`src/verilog/asi_defs.vh`:
```
// Constants for the appliance status indicator
`ifndef ASI_DEFS_VH
`define ASI_DEFS_VH

// ==========================================
// Clock and time figures
`define ASI_CLK_MHZ        100
`define ASI_MS_CYC         (`ASI_CLK_MHZ * 1000)
`define ASI_BLINK_HALF_MS  500
`define ASI_QUICK_HALF_MS  100
`define ASI_BEEP_MS        100
`define ASI_BURST_S        20
`define ASI_BEEP_MAX_MIN   5
`define ASI_MINUTE_S       60
`define ASI_FLASH_PHASES   3'h6

// ==========================================
// Register word indices (byte address = index * 4)
`define ASI_A_CTRL   3'h0
`define ASI_A_FAULT  3'h1
`define ASI_A_TTE    3'h2
`define ASI_A_STAT   3'h3
`define ASI_A_ISTAT  3'h4
`define ASI_A_IMASK  3'h5
`define ASI_A_CMD    3'h6

// ==========================================
// Control bits
`define ASI_C_LOCK    0
`define ASI_C_XR      1
`define ASI_C_DSPIN   2
`define ASI_C_DLOCK   3
`define ASI_C_UNLK    4
`define ASI_C_PTC     5
`define ASI_C_TOPDSP  6
`define ASI_C_DRUMPOS 7
`define ASI_C_RUN     8
`define ASI_C_PAUSE   9
`define ASI_C_SPLED   10
`define ASI_C_DISP    11
`define ASI_CTRL_RST  12'h000
`define ASI_TTE_RST   11'h000

// ==========================================
// Fault codes written by the main board
`define ASI_F_NONE 3'h0
`define ASI_F_E10  3'h1
`define ASI_F_E20  3'h2
`define ASI_F_E40  3'h3
`define ASI_F_E91  3'h4
`define ASI_F_EH0  3'h5

// ==========================================
// Interrupt bits
`define ASI_I_INV   0
`define ASI_I_FAULT 1
`define ASI_I_CLR   2
`define ASI_I_END   3
`define ASI_I_LOCK  4

// ==========================================
// Display character codes
`define ASI_CH_E     4'ha
`define ASI_CH_R     4'hb
`define ASI_CH_H     4'hc
`define ASI_CH_BLANK 4'hf

`endif

```
`src/verilog/asi_timebase.v`:
```
// Free-running millisecond, blink and quick-flash timebase
`timescale 1ns/1ps
`include "asi_defs.vh"

module asi_timebase #(
  parameter [16:0] MS_CYC = `ASI_MS_CYC
) (
  // Clock and reset
  input  wire clk_i,
  input  wire rst_i,
  // Timebase outputs
  output wire ms_tick_o,
  output wire quick_tick_o,
  output wire blink_ph_o
);

  localparam [8:0] BLINK_MS = `ASI_BLINK_HALF_MS;
  localparam [6:0] QUICK_MS = `ASI_QUICK_HALF_MS;

  reg  [16:0] cyc_reg;
  reg  [8:0]  bms_reg;
  reg  [6:0]  qms_reg;
  reg         blink_reg;

  assign ms_tick_o    = (cyc_reg == MS_CYC - 17'h1);
  assign quick_tick_o = ms_tick_o && (qms_reg == QUICK_MS - 7'h1);
  assign blink_ph_o   = blink_reg;

  // ==========================================
  // Counters never stop, so every blink shares one phase
  always @(posedge clk_i) begin
    if (rst_i) begin
      cyc_reg   <= 17'h0;
      bms_reg   <= 9'h0;
      qms_reg   <= 7'h0;
      blink_reg <= 1'b0;
    end else begin
      cyc_reg <= ms_tick_o ? 17'h0 : cyc_reg + 17'h1;
      if (ms_tick_o) begin
        qms_reg <= quick_tick_o ? 7'h0 : qms_reg + 7'h1;
        if (bms_reg == BLINK_MS - 9'h1) begin
          bms_reg   <= 9'h0;
          blink_reg <= ~blink_reg;
        end else begin
          bms_reg <= bms_reg + 9'h1;
        end
      end
    end
  end

endmodule

```
`src/verilog/asi_indicator.v`:
```
// Front-panel indicator, display and buzzer controller with Wishbone registers
// Functional notes
// - Lock LED steady; key press blinks three
// - Extra-rinse LED on, never drain-and-spin
// - Door LED follows lock; blinks PTC unlocking
// - Door LED flashes during drum positioning
// - Invalid selection: red three quick flashes
// - Warning: start LED dark, red flashes
// - Red blink half second on/off
// - Warning status LED blinks with red
// - Start after fix restores normal LEDs
// - Time h.mm, minute steps, no leading zeros
// - Cycle end shows single steady zero
// - Invalid selection flashes Err three times
// - Faults shown as E plus code
// - Three beeps every 20 s, max 5 min
// - Fault beeps ignore buzzer disable
// - Codes E10, E20, E40 for timeouts
// - E91 link loss, EH0 mains fault
// - Start after fix restores time, beeps end
`timescale 1ns/1ps
`include "asi_defs.vh"

module asi_indicator #(
  parameter [16:0] MS_CYC = `ASI_MS_CYC
) (
  // Clock and reset
  input  wire        clk_i,
  input  wire        rst_i,
  // Wishbone slave
  input  wire        cyc_i,
  input  wire        stb_i,
  input  wire        we_i,
  input  wire [7:0]  adr_i,
  input  wire [31:0] dat_i,
  input  wire [3:0]  sel_i,
  output reg  [31:0] dat_o,
  output wire        ack_o,
  // Panel keys (pins)
  input  wire        key_any_i,
  input  wire        start_key_i,
  // LEDs
  output reg         led_lock_o,
  output reg         led_xr_o,
  output reg         led_door_o,
  output reg         led_red_o,
  output reg         led_sp_o,
  // Display and buzzer
  output reg  [20:0] seg_o,
  output reg         dp_o,
  output reg         buzzer_o,
  // Interrupt
  output wire        irq_o
);

  // ==========================================
  // Derived counts in milliseconds
  localparam [18:0] BURST_MS = `ASI_BURST_S * 1000;
  localparam [18:0] MAX_MS   = `ASI_BEEP_MAX_MIN * 60 * 1000;
  localparam [18:0] MIN_MS   = `ASI_MINUTE_S * 1000;
  localparam [18:0] BEEP_MS  = `ASI_BEEP_MS;

  // ==========================================
  // Functions
  function [15:0] wmerge;
    input [15:0] old;
    input [31:0] d;
    input [3:0]  s;
    begin
      wmerge = {s[1] ? d[15:8] : old[15:8], s[0] ? d[7:0] : old[7:0]};
    end
  endfunction

  function [6:0] seg7;
    input [3:0] c;
    begin
      case (c)
        4'h0: seg7 = 7'h3f;
        4'h1: seg7 = 7'h06;
        4'h2: seg7 = 7'h5b;
        4'h3: seg7 = 7'h4f;
        4'h4: seg7 = 7'h66;
        4'h5: seg7 = 7'h6d;
        4'h6: seg7 = 7'h7d;
        4'h7: seg7 = 7'h07;
        4'h8: seg7 = 7'h7f;
        4'h9: seg7 = 7'h6f;
        `ASI_CH_E: seg7 = 7'h79;
        `ASI_CH_R: seg7 = 7'h50;
        `ASI_CH_H: seg7 = 7'h76;
        default: seg7 = 7'h00;
      endcase
    end
  endfunction

  // BCD h.mm minus one minute
  function [10:0] tte_dec;
    input [10:0] t;
    begin
      if (t[3:0] != 4'h0) begin
        tte_dec = {t[10:4], t[3:0] - 4'h1};
      end else if (t[6:4] != 3'h0) begin
        tte_dec = {t[10:7], t[6:4] - 3'h1, 4'h9};
      end else if (t[10:7] != 4'h0) begin
        tte_dec = {t[10:7] - 4'h1, 3'h5, 4'h9};
      end else begin
        tte_dec = 11'h000;
      end
    end
  endfunction

  // ==========================================
  // Declarations
  reg  [2:0]  key_s_reg;
  reg  [2:0]  sp_s_reg;
  reg         ack_reg;
  reg  [11:0] ctrl_reg;
  reg  [2:0]  fault_reg;
  reg  [2:0]  code_reg;
  reg  [10:0] tte_reg;
  reg  [4:0]  istat_reg;
  reg  [4:0]  imask_reg;
  reg         warn_reg;
  reg  [2:0]  lock_cnt_reg;
  reg  [2:0]  inv_cnt_reg;
  reg  [18:0] min_ms_reg;
  reg  [18:0] fault_ms_reg;
  reg  [18:0] burst_ms_reg;
  reg  [3:0]  c2;
  reg  [3:0]  c1;
  reg  [3:0]  c0;
  reg         dp_next;
  reg  [31:0] rd_next;
  wire        ms_tick;
  wire        quick_tick;
  wire        blink_ph;

  // ==========================================
  // Shared timebase
  asi_timebase #(
    .MS_CYC (MS_CYC)
  ) u_tb (
    .clk_i        (clk_i),
    .rst_i        (rst_i),
    .ms_tick_o    (ms_tick),
    .quick_tick_o (quick_tick),
    .blink_ph_o   (blink_ph)
  );

  // ==========================================
  // Key synchronisers, stage 0 feeds only stage 1
  always @(posedge clk_i) begin
    if (rst_i) begin
      key_s_reg <= 3'h0;
      sp_s_reg  <= 3'h0;
    end else begin
      key_s_reg <= {key_s_reg[1:0], key_any_i};
      sp_s_reg  <= {sp_s_reg[1:0], start_key_i};
    end
  end

  wire key_ev = key_s_reg[1] & ~key_s_reg[2];
  wire sp_ev  = sp_s_reg[1] & ~sp_s_reg[2];

  // ==========================================
  // Bus decode; writes commit on the acknowledged edge
  wire       req    = cyc_i & stb_i & ~ack_reg;
  wire       hit    = (adr_i[7:5] == 3'h0);
  wire [2:0] widx   = adr_i[4:2];
  wire       wr     = cyc_i & stb_i & we_i & ack_reg & hit;
  assign ack_o = ack_reg;

  // Byte-merged write words, cut to register width on purpose
  wire [15:0] ctrl_wm = wmerge({4'h0, ctrl_reg}, dat_i, sel_i);
  wire [15:0] tte_wm  = wmerge({5'h0, tte_reg}, dat_i, sel_i);

  wire lock    = ctrl_reg[`ASI_C_LOCK];
  wire running = ctrl_reg[`ASI_C_RUN] & ~ctrl_reg[`ASI_C_PAUSE];
  wire disp    = ctrl_reg[`ASI_C_DISP];
  wire unlk    = ctrl_reg[`ASI_C_UNLK] & ctrl_reg[`ASI_C_PTC];
  wire drum    = ctrl_reg[`ASI_C_TOPDSP] & ctrl_reg[`ASI_C_DRUMPOS];

  // ==========================================
  // Events
  wire lock_ev  = key_ev & lock;
  wire inv_sw   = wr & (widx == `ASI_A_CMD) & sel_i[0] & dat_i[0];
  wire inv_ev   = inv_sw | (key_ev & ~lock & running);
  wire fault_ev = (fault_reg != `ASI_F_NONE) & ~warn_reg;
  wire clr_ev   = warn_reg & (fault_reg == `ASI_F_NONE) & sp_ev;
  wire min_step = ms_tick & (min_ms_reg == MIN_MS - 19'h1);
  wire tte_run  = running & ~warn_reg & (tte_reg != 11'h000);
  wire end_ev   = tte_run & min_step & (tte_dec(tte_reg) == 11'h000);
  wire [4:0] ev = {lock_ev, end_ev, clr_ev, fault_ev, inv_ev};
  wire [4:0] w1c = (wr & (widx == `ASI_A_ISTAT) & sel_i[0]) ? dat_i[4:0] : 5'h00;

  assign irq_o = |(istat_reg & imask_reg);

  // ==========================================
  // Registers and sticky status
  always @(posedge clk_i) begin
    if (rst_i) begin
      ack_reg   <= 1'b0;
      ctrl_reg  <= `ASI_CTRL_RST;
      fault_reg <= `ASI_F_NONE;
      imask_reg <= 5'h00;
      istat_reg <= 5'h00;
    end else begin
      ack_reg <= req;
      if (wr && widx == `ASI_A_CTRL) begin
        ctrl_reg <= ctrl_wm[11:0];
      end
      if (wr && widx == `ASI_A_FAULT && sel_i[0]) begin
        fault_reg <= dat_i[2:0];
      end
      if (wr && widx == `ASI_A_IMASK && sel_i[0]) begin
        imask_reg <= dat_i[4:0];
      end
      // New events win over a clear in the same cycle
      istat_reg <= (istat_reg & ~w1c) | ev;
    end
  end

  // ==========================================
  // Read data, answered together with ack
  always @* begin
    case (widx)
      `ASI_A_CTRL:  rd_next = {20'h0, ctrl_reg};
      `ASI_A_FAULT: rd_next = {29'h0, fault_reg};
      `ASI_A_TTE:   rd_next = {21'h0, tte_reg};
      `ASI_A_STAT:  rd_next = {27'h0, warn_reg, tte_reg == 11'h000, code_reg};
      `ASI_A_ISTAT: rd_next = {27'h0, istat_reg};
      `ASI_A_IMASK: rd_next = {27'h0, imask_reg};
      default:      rd_next = 32'h0;
    endcase
    if (!hit) begin
      rd_next = 32'h0;
    end
  end

  always @(posedge clk_i) begin
    if (rst_i) begin
      dat_o <= 32'h0;
    end else if (req && !we_i) begin
      dat_o <= rd_next;
    end
  end

  // ==========================================
  // Warning state; the code stays latched until start is pressed with no fault set
  always @(posedge clk_i) begin
    if (rst_i) begin
      warn_reg <= 1'b0;
      code_reg <= `ASI_F_NONE;
    end else if (fault_reg != `ASI_F_NONE) begin
      warn_reg <= 1'b1;
      code_reg <= fault_reg;
    end else if (sp_ev) begin
      warn_reg <= 1'b0;
      code_reg <= `ASI_F_NONE;
    end
  end

  // ==========================================
  // Remaining time; software load overrides the minute step
  always @(posedge clk_i) begin
    if (rst_i) begin
      tte_reg    <= `ASI_TTE_RST;
      min_ms_reg <= 19'h0;
    end else begin
      if (!tte_run) begin
        min_ms_reg <= 19'h0;
      end else if (ms_tick) begin
        min_ms_reg <= min_step ? 19'h0 : min_ms_reg + 19'h1;
      end
      if (wr && widx == `ASI_A_TTE) begin
        tte_reg <= tte_wm[10:0];
      end else if (tte_run && min_step) begin
        tte_reg <= tte_dec(tte_reg);
      end
    end
  end

  // ==========================================
  // Three-flash sequencers on the quick timebase
  always @(posedge clk_i) begin
    if (rst_i) begin
      lock_cnt_reg <= 3'h0;
      inv_cnt_reg  <= 3'h0;
    end else begin
      if (lock_ev) begin
        lock_cnt_reg <= `ASI_FLASH_PHASES;
      end else if (quick_tick && lock_cnt_reg != 3'h0) begin
        lock_cnt_reg <= lock_cnt_reg - 3'h1;
      end
      if (inv_ev) begin
        inv_cnt_reg <= `ASI_FLASH_PHASES;
      end else if (quick_tick && inv_cnt_reg != 3'h0) begin
        inv_cnt_reg <= inv_cnt_reg - 3'h1;
      end
    end
  end

  wire inv_on  = (inv_cnt_reg != 3'h0) & ~inv_cnt_reg[0];
  wire lock_off = (lock_cnt_reg != 3'h0) & lock_cnt_reg[0];

  // ==========================================
  // Fault beep timers start with the warning; beeps sound only while the code is displayed
  wire beeping = warn_reg & disp & (fault_ms_reg < MAX_MS);

  always @(posedge clk_i) begin
    if (rst_i || !warn_reg) begin
      fault_ms_reg <= 19'h0;
      burst_ms_reg <= 19'h0;
    end else if (ms_tick) begin
      if (fault_ms_reg < MAX_MS) begin
        fault_ms_reg <= fault_ms_reg + 19'h1;
      end
      if (burst_ms_reg == BURST_MS - 19'h1) begin
        burst_ms_reg <= 19'h0;
      end else begin
        burst_ms_reg <= burst_ms_reg + 19'h1;
      end
    end
  end

  wire beep_slot = (burst_ms_reg < BEEP_MS) |
                   ((burst_ms_reg >= 2 * BEEP_MS) & (burst_ms_reg < 3 * BEEP_MS)) |
                   ((burst_ms_reg >= 4 * BEEP_MS) & (burst_ms_reg < 5 * BEEP_MS));

  // ==========================================
  // Display characters
  always @* begin
    c2      = `ASI_CH_BLANK;
    c1      = `ASI_CH_BLANK;
    c0      = `ASI_CH_BLANK;
    dp_next = 1'b0;
    if (!disp) begin
      c0 = `ASI_CH_BLANK;
    end else if (warn_reg) begin
      c2 = `ASI_CH_E;
      case (code_reg)
        `ASI_F_E10: begin
          c1 = 4'h1;
          c0 = 4'h0;
        end
        `ASI_F_E20: begin
          c1 = 4'h2;
          c0 = 4'h0;
        end
        `ASI_F_E40: begin
          c1 = 4'h4;
          c0 = 4'h0;
        end
        `ASI_F_E91: begin
          c1 = 4'h9;
          c0 = 4'h1;
        end
        `ASI_F_EH0: begin
          c1 = `ASI_CH_H;
          c0 = 4'h0;
        end
        default: begin
          c1 = `ASI_CH_BLANK;
          c0 = `ASI_CH_BLANK;
        end
      endcase
    end else if (inv_cnt_reg != 3'h0) begin
      if (inv_on) begin
        c2 = `ASI_CH_E;
        c1 = `ASI_CH_R;
        c0 = `ASI_CH_R;
      end
    end else begin
      c0 = tte_reg[3:0];
      if (tte_reg[10:7] != 4'h0) begin
        c2      = tte_reg[10:7];
        c1      = {1'b0, tte_reg[6:4]};
        dp_next = 1'b1;
      end else if (tte_reg[6:4] != 3'h0) begin
        c1 = {1'b0, tte_reg[6:4]};
      end
    end
  end

  // ==========================================
  // Output flops
  wire blink_w = warn_reg & blink_ph;

  always @(posedge clk_i) begin
    if (rst_i) begin
      led_lock_o <= 1'b0;
      led_xr_o   <= 1'b0;
      led_door_o <= 1'b0;
      led_red_o  <= 1'b0;
      led_sp_o   <= 1'b0;
      seg_o      <= 21'h0;
      dp_o       <= 1'b0;
      buzzer_o   <= 1'b0;
    end else begin
      seg_o <= {seg7(c2), seg7(c1), seg7(c0)};
      dp_o  <= dp_next;
      // Buzzer enable is not consulted: fault beeps need only disp and the 5 min limit
      buzzer_o <= beeping & beep_slot;
      led_red_o <= warn_reg ? blink_ph : inv_on;
      led_sp_o  <= ~warn_reg & ctrl_reg[`ASI_C_SPLED];
      if (warn_reg && code_reg == `ASI_F_E20) begin
        led_lock_o <= blink_w;
      end else begin
        led_lock_o <= lock & ~lock_off;
      end
      if (warn_reg && code_reg == `ASI_F_E10) begin
        led_xr_o <= blink_w;
      end else begin
        led_xr_o <= ctrl_reg[`ASI_C_XR] & ~ctrl_reg[`ASI_C_DSPIN];
      end
      if (warn_reg && code_reg == `ASI_F_E40) begin
        led_door_o <= blink_w;
      end else if (unlk || drum) begin
        led_door_o <= blink_ph;
      end else begin
        led_door_o <= ctrl_reg[`ASI_C_DLOCK];
      end
    end
  end

endmodule

```
`config.mk`:
```
export PLATFORM = sky130hd
export DESIGN_NAME = asi_indicator
export DESIGN_NICKNAME = d
export VERILOG_FILES = /design/src/verilog/asi_timebase.v /design/src/verilog/asi_indicator.v
export VERILOG_INCLUDE_DIRS = /design/src /design/src/verilog
export SDC_FILE = /design/constraint.sdc
export NUM_CORES = 1
export LEC_CHECK = 0
export BUFFER_PORTS_ARGS = -buffer_cell sky130_fd_sc_hd__buf_2
export CORE_MARGIN = 3
export CORE_UTILIZATION = 25
export DETAILED_ROUTE_END_ITERATION = 10
export SETUP_SLACK_MARGIN = 0.3
export SKIP_LAST_GASP = 1
export SLEW_MARGIN = 30
export SYNTH_ARGS = -nofsm -noshare
export SYNTH_HDL_FRONTEND = slang
export SYNTH_HIERARCHICAL = 1
export SYNTH_SLANG_ARGS = --single-unit
```
`constraint.sdc`:
```
create_clock -name clk_i -period 3.95 [get_ports clk_i]
set_input_delay 0.1975 -clock clk_i [delete_from_list [all_inputs] [get_ports clk_i]]
set_output_delay 0.1975 -clock clk_i [all_outputs]
set_load 0.01 [all_outputs]
```
* Word-level counts from Yosys, hierarchy flattened
Memory sizes are Yosys's and may differ from the RTL's. A register that Yosys moved wholly into a read port is not among the register bits. Index checks and enable logic that the tools add are counted.
Word-level totals: flip-flop bits (word level) 183, bits in read-only memories 336, memories kept 3
Operators by class: add/subtract/negate cells 11, magnitude comparators 6, eq/ne operators 18, muxes and demuxes 44, bitwise gates (word level) 56, reductions and logical operators 47
Memory list:
- (name not given) | depth 16, width 7, read ports 1, clocked after memory_dff 1, wr ports 0, line asi_indicator.v:77 | case (c)
- (name not given) | depth 16, width 7, read ports 1, clocked after memory_dff 1, wr ports 0, line asi_indicator.v:77
- (name not given) | depth 16, width 7, read ports 1, clocked after memory_dff 1, wr ports 0, line asi_indicator.v:77
Operators with widths (count):
- $pmux 12 s6 | 1
- $add 19x1->19 const B | 3
- $mux 11 | 5
- $mux 4 | 12
- $lt 19x9->1 const B | 2
- $mux 19 | 2
- $and 1x1->1 | 37
- $mux 32 | 1
- $mux 3 | 9
- $logic_not 11->1 | 2
- $pmux 4 s5 | 1
- $eq 19x15->1 const B | 1
- $eq 19x16->1 const B | 1
- $ge 19x8->1 const B | 1
- $ge 19x9->1 const B | 1
- $lt 19x19->1 const B | 1
- $lt 19x7->1 const B | 1
- $add 17x1->17 const B | 1
- $eq 17x17->1 const B | 1
- $eq 3x3->1 const B | 5
- $logic_and 1x1->1 | 14
- $eq 3x2->1 const B | 4
- $not 1->1 | 12
- $reduce_and 2->1 | 6
- 28 further kinds | 58

* Longest topological paths before layout
Gate-level depths: netlist of run 1.
depth after elaboration 10, gate-level depth with buffers 14, mapped depth without buffers 12

* Cells and area by module
Netlist of run 1, hierarchy kept.
By module, submodules not included:
- asi_indicator | instances 1, cells an instance 934, area an instance 7863.8 sq um
- asi_timebase | instances 1, cells an instance 200, area an instance 1726.7 sq um

* Worst setup path before layout of run 1
Ideal clock, no wire load.
path kind flip-flop to flip-flop, start reg u_tb.cyc_reg[0], end reg min_ms_reg[10], data arrival time 2.761 ns, slack 1.062 ns, cell stages (with the launch flop) 14, path buffers 3, clock period less this slack 2.888 ns, cell sequence dfxtp_1 -> ha_1 -> and3_1 -> clkbuf_1 -> nand2_1 -> nor3_1 -> and2_1 -> clkbuf_1 -> and4_1 -> nand2_1 -> or3_1 -> nand3_1 -> clkbuf_1 -> nor2_1
On the way: cells in the longest elaborated chain, start to end 3
RTL lines:
- from (decl) | line asi_timebase.v:20 | reg [16:0] cyc_reg;
- from (signal assigned) | line asi_timebase.v:38 | cyc_reg <= ms_tick_o ? 17'h0 : cyc_reg + 17'h1;
- $eq 17x17->1 * | line asi_timebase.v:25 | assign ms_tick_o = (cyc_reg == MS_CYC - 17'h1);
- via ms_tick | line asi_indicator.v:134 | wire ms_tick;
- $and 1x1->1 | line asi_indicator.v:190 | wire min_step = ms_tick & (min_ms_reg == MIN_MS - 19'h1);
- $mux 19 | line asi_indicator.v:273 | min_ms_reg <= min_step ? 19'h0 : min_ms_reg + 19'h1;
- to (signal assigned) | line asi_indicator.v:273
- to (decl) | line asi_indicator.v:126 | reg [18:0] min_ms_reg;
The timed path passes the listed nets; every way through them passes the cells marked *. A chain may end at the register's enable or synchronous reset.

* Final worst setup path of run 1
start reg u_tb.cyc_reg[0], end reg istat_reg[3]
On the way: cells in the longest elaborated chain, start to end 5
RTL lines:
- $eq 17x17->1 | line asi_timebase.v:25
- via ms_tick | line asi_indicator.v:134
- $and 1x1->1 | line asi_indicator.v:190
- $and 1x1->1 (2 in a row) | line asi_indicator.v:192 | wire end_ev = tte_run & min_step & (tte_dec(tte_reg) == 11'h000);
- $or 5x5->5 | line asi_indicator.v:219 | istat_reg <= (istat_reg & ~w1c) | ev;
- to (signal assigned) | line asi_indicator.v:219
- to (decl) | line asi_indicator.v:121 | reg [4:0] istat_reg;
The timed path passes the listed nets, and every way through them passes these cells.

==> out/metrics.cfg, run 1 <==
[status]
status=finished, final reports clean

[global_route]
track_usage_pct=11.23
grt_pass1_wl_um=38120
grt_max_degree=81
antenna_found_initial=1
grt_pass1_vias=7526
overflow=0

[pwr]
p_clk_share_pct=45.9
p_switching_uw=855.9
power_switching_share_pct=23.57
power_density_nw_per_um2=332.8
leakage_nw=4.116
p_int_mw=2.776
vdd_drop_max_mv=0.2950
comb_power_share_pct=2.8
seqPwrFrac_pct=51.3
p_total_mw=3.632

[placement]
place_area_um2=10280
place_inst=1656
port_buffers=68
gp_congestion=0.8231
hpwlAfterDp_um=16530
preCtsSetupSlack_ns=0.8480

[clocking]
clockRootBuffer=clkbuf_16
cts_resized=0
cts_tree=yes
hold_buffers=7
cts_made_buffers=17
clk_latency_ns=0.44
numClockSinks=184
cts_max_level=4
clockBufferDepth=2
cts_setup_buffers=0
clk_pin_slew_ns=0.07

[logic_synthesis]
synthCells=1134
synth-seq-cells=184
ys_types=83
synth-seq-area-share_pct=38.41
synth_enable_flop_cells=0
synth.cell_area_um2=9590
synthFlopType=dfxtp_1
synth.avg_cell_area_um2=8.457
async_reset_ff_share_pct=0
yosys_warnings=6

[timing]
holdWs_ns=0.02075
hold_violations=0
setup_viol_count_final=0
fin_crit_sh_pct=78.89
fin_ws_ns=0.8338
fmax_ghz=0.3209
fin_tns_setup_ns=0
maxSlewHeadroom_pct=42.46
rsz0062_at_grt=no
slew_viol_final=0
tightest_slew_ns=0.8631
period_needed_ns=3.116
clock_skew_ns=0.01544

[critical_path]
worst_setup_path_start_kind=flop
r2r_end=istat_reg[3]$_SDFF_PP0_
worstPathRequired_ns=4.27
worst_ep_arrival_time_ns=3.43
path_max_fanout=14
cp-end-kind=flop
crit_type=flop to flop
rrSetupSlack_ns=0.83
rr_worst_depth=10
r2r-start=u_tb/cyc_reg[0]$_SDFF_PP0_

[detailed_routing]
drtIter0Drc=508
first_pass_iters=5
drc=0
routed_via_density=4.734
wl_per_cell_um=13.57
via_count=8024
finalWirelength_um=23000
ant_nets=0

[hold_path]
holdCritPathClass=primary input to flop
hold_end=ctrl_reg[8]$_SDFFE_PP0P_
min_from=dat_i[8]
whs_path_depth=3

[layout]
stdcell_count=1695
antenna_cells=0
drive_gt1_share_pct=12.58
fin_area_um2=10910
fin_util_pct=28.90
syn_to_final_growth_pct=13.79
largest_reg_flops=21
top_register=seg_o
fin_nets=1253

[floorplan]
die_h_um=201.9
core_um2=37760
io_pins=113
rows=71
initial_core_util_pct=25.40
dieArea_um2=40750
die_w_um=201.9

[run]
drv_cap=0

[kinds of logic after synthesis]
| kind of cell | Yosys count | share of synthesized area (%) |
|---|---|---|
| muxes | 47 | 5.297 |
| AOI/OAI and AO/OA | 210 | 15.06 |
| other | 1 | 0.03910 |
| DFF | 184 | 38.41 |
| and+or+nand+nor | 477 | 25.53 |
| xor gates and xnor gates | 62 | 5.662 |
| adders and majority gates | 31 | 4.044 |
| buffers and inverters | 122 | 5.962 |
[power by group through the flow]
stage	clock, mW	sequential, mW	combinational, mW
after global placement	0	1.91	0.0938
after detailed placement	0	1.91	0.0948
after floorplan	0	1.91	0.0742
final	1.67	1.86	0.100
after global routing	1.79	1.86	0.112
after CTS	1.72	1.86	0.100
[routing by layer]
layer | track usage, % | wire length (µm) | up-vias | part of all wire (%)
met2 | 17.09 | 9992 | 153 | 43
met3 | 2.577 | 1071 | 13 | 4.7
met5 | 0 | 0 | - | 0
li1 | - | - | 4050 | -
met4 | 3.015 | 220 | 0 | 0.96
met1 | 15.99 | 11720 | 3808 | 51
[worst max-delay path, cell delays in order, from the launching register on]
cell and delay [ns]:
dfxtp_1 0.39, ha_1 0.23, and3_1 0.29, nand2_1 0.07, nor3_1 0.22, and2_1 0.21, and4_1 0.24, nand2_1 0.12
nor4_4 0.66, nand3_1 0.21, o31ai_1 0.35
[how the worst max path moves through the flow]
stage                                           from                          end  slack [ns]  cells after the start
after floorplan           u_tb/cyc_reg[0]$_SDFF_PP0_  min_ms_reg[10]$_SDFFE_PP0P_        1.06                     13
after global placement    u_tb/cyc_reg[0]$_SDFF_PP0_      istat_reg[3]$_SDFF_PP0_        0.87                     10
after detailed placement  u_tb/cyc_reg[0]$_SDFF_PP0_      tte_reg[3]$_SDFFE_PP0P_        0.85                     11
after CTS                 u_tb/cyc_reg[0]$_SDFF_PP0_      istat_reg[3]$_SDFF_PP0_        0.81                     10
after global routing      u_tb/cyc_reg[0]$_SDFF_PP0_      istat_reg[3]$_SDFF_PP0_        0.48                     10
final                     u_tb/cyc_reg[0]$_SDFF_PP0_      istat_reg[3]$_SDFF_PP0_        0.83                     10
[cell usage in the layout (no fill, tap or decap), types with 8 or more instances in the layout]
| cell type | netlist | layout |
|---|---|---|
| mux2_2 | 10 | 10 |
| nand3_1 | 37 | 37 |
| nor2b_1 | 14 | 14 |
| mux2i_1 | 35 | 35 |
| nor2_1 | 152 | 152 |
| a21oi_1 | 68 | 68 |
| xnor2_1 | 22 | 22 |
| dfxtp_1 | 184 | 184 |
| nand2b_1 | 9 | 9 |
| ha_1 | 31 | 31 |
| conb_1 | 1 | 20 |
| inv_1 | 37 | 37 |
| and4_1 | 11 | 11 |
| or3_1 | 20 | 20 |
| clkbuf_16 | 0 | 17 |
| a31oi_1 | 8 | 8 |
| and3_1 | 23 | 23 |
| a211oi_1 | 13 | 13 |
| a22oi_1 | 12 | 12 |
| or4_1 | 8 | 8 |
| buf_2 | 7 | 67 |
| xor2_1 | 40 | 40 |
| o21ai_0 | 28 | 28 |
| buf_4 | 24 | 8 |
| nor3_1 | 31 | 31 |
| nand2_1 | 100 | 100 |
| nand4_1 | 26 | 26 |
[area by class of cell]
| class | instances | area (µm²) |
|---|---|---|
| Fill cell | 4030 | 26840 |
| Multi-Input combinational cell | 847 | 5413 |
| Sequential cell | 184 | 3684 |
| Tap cell | 511 | 639.4 |
| Timing Repair Buffer | 82 | 465.4 |
| Clock buffer | 18 | 429.2 |
| Inverter | 39 | 146.4 |
| Clock inverter | 14 | 136.4 |
[cell usage after synthesis (9+ instances only)]
cell type	number	area share, %
inv_1	37	1.4
nor3_1	31	1.6
nor2b_1	14	0.91
nand2_1	100	3.9
and3_1	23	1.5
a22oi_1	12	0.94
a21oi_1	68	3.5
buf_4	24	1.9
ha_1	31	4.0
mux2i_1	35	3.7
mux2_2	10	1.2
xor2_1	40	3.7
nand3_1	37	1.9
a211oi_1	13	1.0
or3_1	20	1.3
and4_1	11	1.0
nor2_1	152	5.9
nand2b_1	9	0.59
o21ai_0	28	1.5
nand4_1	26	1.7
xnor2_1	22	2.0
clkbuf_1	44	1.7
dfxtp_1	184	38
Note: power is estimated with default switching activity, not from simulation.
==> inputs of run 2 (changes only) <==
clock period = 3.05 ns   (was 3.95 ns; I/O delays follow)
==> run 2 against run 1 <==
  * Maximum frequency up 21%
  * Critical path depth unchanged
  * Largest cell class unchanged
  * Clock skew shrank 0.0021 ns
  * Combinational power increased by 33%
  * Hold slack better by 0.023 ns
  * First-iteration DRC count rose by 1.6%
  * Final cell count increased by 1.2%
  * Global-route usage is 0.12 points higher
  * Critical endpoint is now tte_reg[3]$_SDFFE_PP0P_
  * Design area grew 1.9%
  * Routed wire length up 2.3%
==> out/metrics.cfg, run 2 (same netlist as run 1, synthesis figures left out) <==
[placement]
hpwlAfterDp_um=16860  ; +2.0%
gp_congestion=0.8254  ; +0.28%
place_inst=1672  ; +0.97%
port_buffers=68  ; unchanged

[global_route]
grt_max_degree=84  ; +3.7%
grt_pass1_vias=7405  ; -1.6%
grt_pass1_wl_um=38400  ; +0.74%
antenna_found_initial=0  ; -1
overflow=0  ; unchanged
track_usage_pct=11.36  ; +0.12 points

[clocking]
clk_pin_slew_ns=0.08  ; about the same
clockRootBuffer=clkbuf_16
cts_max_level=4  ; unchanged
cts_tree=yes
clk_latency_ns=0.44  ; about the same
clockBufferDepth=2  ; unchanged
numClockSinks=184  ; unchanged
cts_made_buffers=17  ; unchanged

[timing]
maxSlewHeadroom_pct=40.70  ; -1.8 points
slew_viol_final=0  ; unchanged
period_needed_ns=2.582  ; -0.5339 ns
fin_tns_setup_ns=0  ; unchanged
clock_skew_ns=0.01337  ; -0.002076 ns
fmax_ghz=0.3872  ; +21%
setup_viol_count_final=0  ; unchanged
hold_violations=0  ; unchanged
fin_crit_sh_pct=84.67  ; +5.8 points
tightest_slew_ns=0.8895  ; +0.02636 ns
rsz0062_at_grt=yes

[layout]
fin_util_pct=29.45  ; +0.54 points
mostFrequentLayoutCell=dfxtp_1
largest_reg_flops=21  ; unchanged
final_cell_mix=dfxtp_1, nor2_1, nand2_1
drive_gt1_share_pct=14.69  ; +2.1 points
antenna_cells=0  ; unchanged
fin_nets=1274  ; +1.7%
stdcell_count=1716  ; +1.2%
syn_to_final_growth_pct=15.93
top_register=seg_o

[detailed_routing]
routed_via_density=4.690  ; -0.93%
first_pass_iters=5  ; unchanged
ant_nets=0  ; unchanged
wl_per_cell_um=13.72  ; +1.1%
drtIter0Drc=516  ; +1.6%
finalWirelength_um=23540  ; +2.3%
drc=0  ; unchanged
via_count=8048  ; +0.30%

[status]
status=finished, final reports clean

[critical_path]
cp-end-kind=flop
worst_setup_path_start_kind=flop
path_max_fanout=8  ; -6
worst_ep_arrival_time_ns=2.94  ; -0.49 ns
rr_worst_depth=10  ; unchanged
worstPathRequired_ns=3.41  ; -0.86 ns
crit_type=flop to flop

[floorplan]
initial_core_util_pct=25.40  ; unchanged
die_w_um=201.9  ; unchanged
rows=71  ; unchanged
dieArea_um2=40750  ; unchanged
core_um2=37760  ; unchanged
io_pins=113  ; unchanged
die_h_um=201.9  ; unchanged

[hold_path]
whs_path_depth=3  ; unchanged
holdCritPathClass=primary input to flop

[pwr]
vdd_drop_max_mv=0.3772  ; +28%
power_density_nw_per_um2=428.1  ; +29%
leakage_nw=4.233  ; +2.8%
p_total_mw=4.760  ; +31%

[run]
drv_cap=0  ; unchanged

-- run 2: changes by cell type in the layout (fill, tap and decap cells not counted), sizes merged --
cell,change
buf,+20
clkinv,-1
clkinvlp,-1
clkbuf,+2
dlygate4sd3,+1
-- run 2: through the flow --
stage          instance area (µm²)  setup slack, ns  hold slack [ns]
2_1_floorplan                 9666           0.3423           0.2807
3_3_place_gp                 10390           0.2772           0.3814
3_5_place_dp                 10390           0.2453           0.3726
4_1_cts                      11060           0.3283          0.01225
5_1_grt                      11120           0.2944          0.03969
6_report                     11120           0.4677          0.04331
-- run 2: repair_timing --
item,CTS,global route
endpoints found under the setup margin,13,57
cloned,0,1
pin swaps,1,4
buffers inserted,1,2
hold buffers,8,0
endpoints found under the hold margin,8,0
gates resized for setup,2,13
-- run 2: cell type report --
class,instances,area (µm²)
multi-input combinational,847,5441
tap,511,639.4
clock buffer,20,446.7
inverter,39,146.4
fill,4016,26640
sequential,184,3686
clock inverter,12,128.9
timing repair buffer,103,629.4
-- run 2: critical path, cell delays in order, from the launching register on --
cell      delay, ns
dfxtp_2        0.36
or4bb_1        0.52
nor3b_2        0.21
and2_4         0.21
and4_4         0.22
nand2_1        0.09
nor4_4         0.24
buf_6          0.19
nand3b_1       0.10
mux2i_1        0.13
a211oi_1       0.22
-- run 2: final timing paths --
check                              start                  endpoint  slack (ns)
min                             dat_i[3]  ctrl_reg[3]$_SDFFE_PP0P_        0.04
max          u_tb/cyc_reg[11]$_SDFF_PP0_   tte_reg[3]$_SDFFE_PP0P_        0.47
min reg2reg      key_s_reg[0]$_SDFF_PP0_   key_s_reg[1]$_SDFF_PP0_        0.44
max reg2reg  u_tb/cyc_reg[11]$_SDFF_PP0_   tte_reg[3]$_SDFFE_PP0P_        0.47
-- run 2: routing by layer --
metal  up-vias  wire length (µm)  GRT usage, %
met1      3787             11850         16.26
met3        16              1120         2.867
met5         -                 0             0
met4         0               257         2.916
li1       4090                 -             -
met2       155             10310         17.04
-- run 2: power by group --
part           internal [mW]  total [mW]  leakage [nW]  switching, mW
Clock                   1.18        2.21         0.282           1.04
Combinational         0.0404       0.133          2.47         0.0925
Sequential              2.41        2.41          1.48        0.00529
==> inputs of run 3 (changes only) <==
clock period = 2.45 ns   (was 3.05 ns; I/O delays follow)
==> run 3 against run 2 <==
  * Hold slack lost 0.012 ns
  * Via count grew 6.3%
  * Final cell count grew 4.5%
  * Global-route usage grew 0.61 points
  * Clock-buffer cell count shrank 1
  * Critical endpoint unchanged
  * Highest routed layer unchanged
==> out/metrics.cfg, run 3 (same netlist as run 1, synthesis figures left out) <==
[placement]
preCtsSetupSlack_ns=-0.1281  ; -0.3734 ns
gp_congestion=0.8250  ; about the same
hpwlAfterDp_um=17520  ; +3.9%
place_area_um2=10810  ; +4.1%
port_buffers=68  ; unchanged

[detailed_routing]
routed-wl-met3_um=957  ; -15%
top_layer_used=met4
wl_per_cell_um=14.02  ; +2.2%
ant_nets=0  ; unchanged
wl_met2_um=11660  ; +13%
met1Wirelength_um=12310  ; +3.9%
drc=0  ; unchanged
finalWirelength_um=25140  ; +6.8%
via_count=8558  ; +6.3%
routed_via_density=4.773  ; +1.8%
drtIter0Drc=489  ; -5.2%
first_pass_iters=7  ; +2

[pwr]
power_switching_share_pct=23.18  ; -0.65 points
comb_power_share_pct=3.1  ; +0.3 points
leakage_nw=4.733  ; +12%
seqPwrFrac_pct=49.6  ; -1.1 points
vdd_drop_max_mv=0.5055  ; +34%
p_int_mw=4.653  ; +28%
p_switching_mw=1.404  ; +24%
p_clk_share_pct=47.3  ; +0.8 points
power_density_nw_per_um2=490.4  ; +15%

[timing]
period_needed_ns=2.415  ; -0.1677 ns
tightest_slew_ns=0.7068  ; -0.1826 ns
rsz0062_at_grt=yes
setup_viol_count_final=0  ; unchanged
maxSlewHeadroom_pct=52.67  ; +12 points
fin_ws_ns=0.03541  ; -0.4323 ns
slew_viol_final=0  ; unchanged
fmax_ghz=0.4141  ; +6.9%
hold_violations=0  ; unchanged
clock_skew_ns=0.01227  ; -0.001098 ns
fin_tns_setup_ns=0  ; unchanged
fin_crit_sh_pct=98.55  ; +14 points

[layout]
antenna_cells=0  ; unchanged
largest_reg_flops=21  ; unchanged
fin_area_um2=12350  ; +11%
fin_nets=1351  ; +6.0%
syn_to_final_growth_pct=28.79
top_register=seg_o
drive_gt1_share_pct=27.15  ; +12 points
final_cell_mix=dfxtp_1, nor2_1, nand2_1
mostFrequentLayoutCell=dfxtp_1

[clocking]
clockBufferDepth=2  ; unchanged
cts_tree=yes
cts_max_level=4  ; unchanged
clk_pin_slew_ns=0.07  ; about the same
numClockSinks=184  ; unchanged
clockRootBuffer=clkbuf_16
cts_made_buffers=17  ; unchanged
clk_latency_ns=0.44  ; about the same

[hold_path]
whs_path_depth=3  ; unchanged
hold_end=imask_reg[4]$_SDFFE_PP0P_
holdCritPathClass=primary input to flop
min_from=dat_i[4]

[critical_path]
crit_type=flop to flop
cp-end-kind=flop
r2r-start=u_tb/cyc_reg[8]$_SDFF_PP0_
path_max_fanout=16  ; +8
r2r_end=tte_reg[3]$_SDFFE_PP0P_
worstPathRequired_ns=2.81  ; -0.60 ns
worst_setup_path_start_kind=flop
rrSetupSlack_ns=0.04  ; -0.43 ns
rr_worst_depth=10  ; unchanged
worst_ep_arrival_time_ns=2.77  ; -0.17 ns

[global_route]
antenna_found_initial=0  ; unchanged
overflow=0  ; unchanged
track_usage_pct=11.97  ; +0.61 points
grt_pass1_wl_um=40900  ; +6.5%
grt_pass1_vias=8082  ; +9.1%
grt_max_degree=35  ; -58%

[floorplan]
io_pins=113  ; unchanged
die_w_um=201.9  ; unchanged
rows=71  ; unchanged
dieArea_um2=40750  ; unchanged
die_h_um=201.9  ; unchanged
core_um2=37760  ; unchanged
initial_core_util_pct=25.40  ; unchanged

[status]
status=finished, final reports clean

[run]
drv_cap=0  ; unchanged

-- run 3: cell types whose count changed in the layout (fill, tap and decap cells not counted), sizes merged --
cell         delta
dlygate4sd3     +3
clkinvlp        +1
clkinv          +1
bufinv          +1
buf            +72
clkbuf          -1
inv             -2
nand3           +2
-- run 3: worst max-delay path by stage --
stage,startpoint,to,depth (start not counted)
finish,u_tb/cyc_reg[8]$_SDFF_PP0_,tte_reg[3]$_SDFFE_PP0P_,10
global route,u_tb/cyc_reg[8]$_SDFF_PP0_,tte_reg[5]$_SDFFE_PP0P_,10
CTS,u_tb/cyc_reg[8]$_SDFF_PP0_,tte_reg[3]$_SDFFE_PP0P_,10
detailed placement,u_tb/cyc_reg[8]$_SDFF_PP0_,min_ms_reg[10]$_SDFFE_PP0P_,8
global placement,u_tb/cyc_reg[8]$_SDFF_PP0_,tte_reg[3]$_SDFFE_PP0P_,10
floorplan,u_tb/cyc_reg[4]$_SDFF_PP0_,tte_reg[4]$_SDFFE_PP0P_,11
-- run 3: worst max-delay path, stage by stage (launching register included) --
cell and delay, ns:
dfxtp_2 0.32, or4bb_1 0.51, nor3b_2 0.21, and2_4 0.20, and4_4 0.24, nand2_4 0.06, nor4_4 0.19, buf_12 0.18
nand3b_1 0.10, mux2i_1 0.14, a211oi_2 0.19
-- run 3: metrics by stage --
step / std cells / utilization [%] / hold slack (ns) / total power [mW]
detailed placement: 1715 / 28.64 / 0.3383 / 3.243
floorplan: 1153 / - / 0.2507 / 3.195
global placement: 1715 / 28.64 / 0.3459 / 3.242
global route: 1793 / 32.72 / 0.03467 / 6.278
finish: 1793 / 32.72 / 0.03099 / 6.057
CTS: 1779 / 31.69 / 0.009150 / 6.138
-- run 3: final cells by class --
class | instances | area, µm²
Clock buffer | 19 | 452.9
Clock inverter | 13 | 157.7
Fill cell | 3882 | 25400
Inverter | 39 | 148.9
Multi-Input combinational cell | 849 | 5989
Sequential cell | 184 | 3697
Tap cell | 511 | 639.4
Timing Repair Buffer | 178 | 1266
-- run 3: power groups by stage --
stage / clock network [mW] / logic [mW] / registers (mW)
6_report: 2.87 / 0.186 / 3.00
5_1_grt: 3.07 / 0.207 / 3.00
4_1_cts: 2.95 / 0.186 / 3.00
3_5_place_dp: 0 / 0.169 / 3.07
3_3_place_gp: 0 / 0.169 / 3.07
2_1_floorplan: 0 / 0.121 / 3.07
-- run 3: repair_timing --
action / in CTS / in global routing
setup buffers: 18 / 14
gates cloned: 3 / 0
hold endpoints to repair: 13 / 0
gates resized for setup: 65 / 70
endpoints found under the setup margin: 81 / 89
hold buffers: 11 / 0
pin swaps: 34 / 34
-- run 3: metal layers --
metal	GRT usage (%)	vias to the layer above
met2	19.05	158
met1	16.65	4124
met5	0	-
met4	2.691	0
met3	2.625	16
li1	-	4260
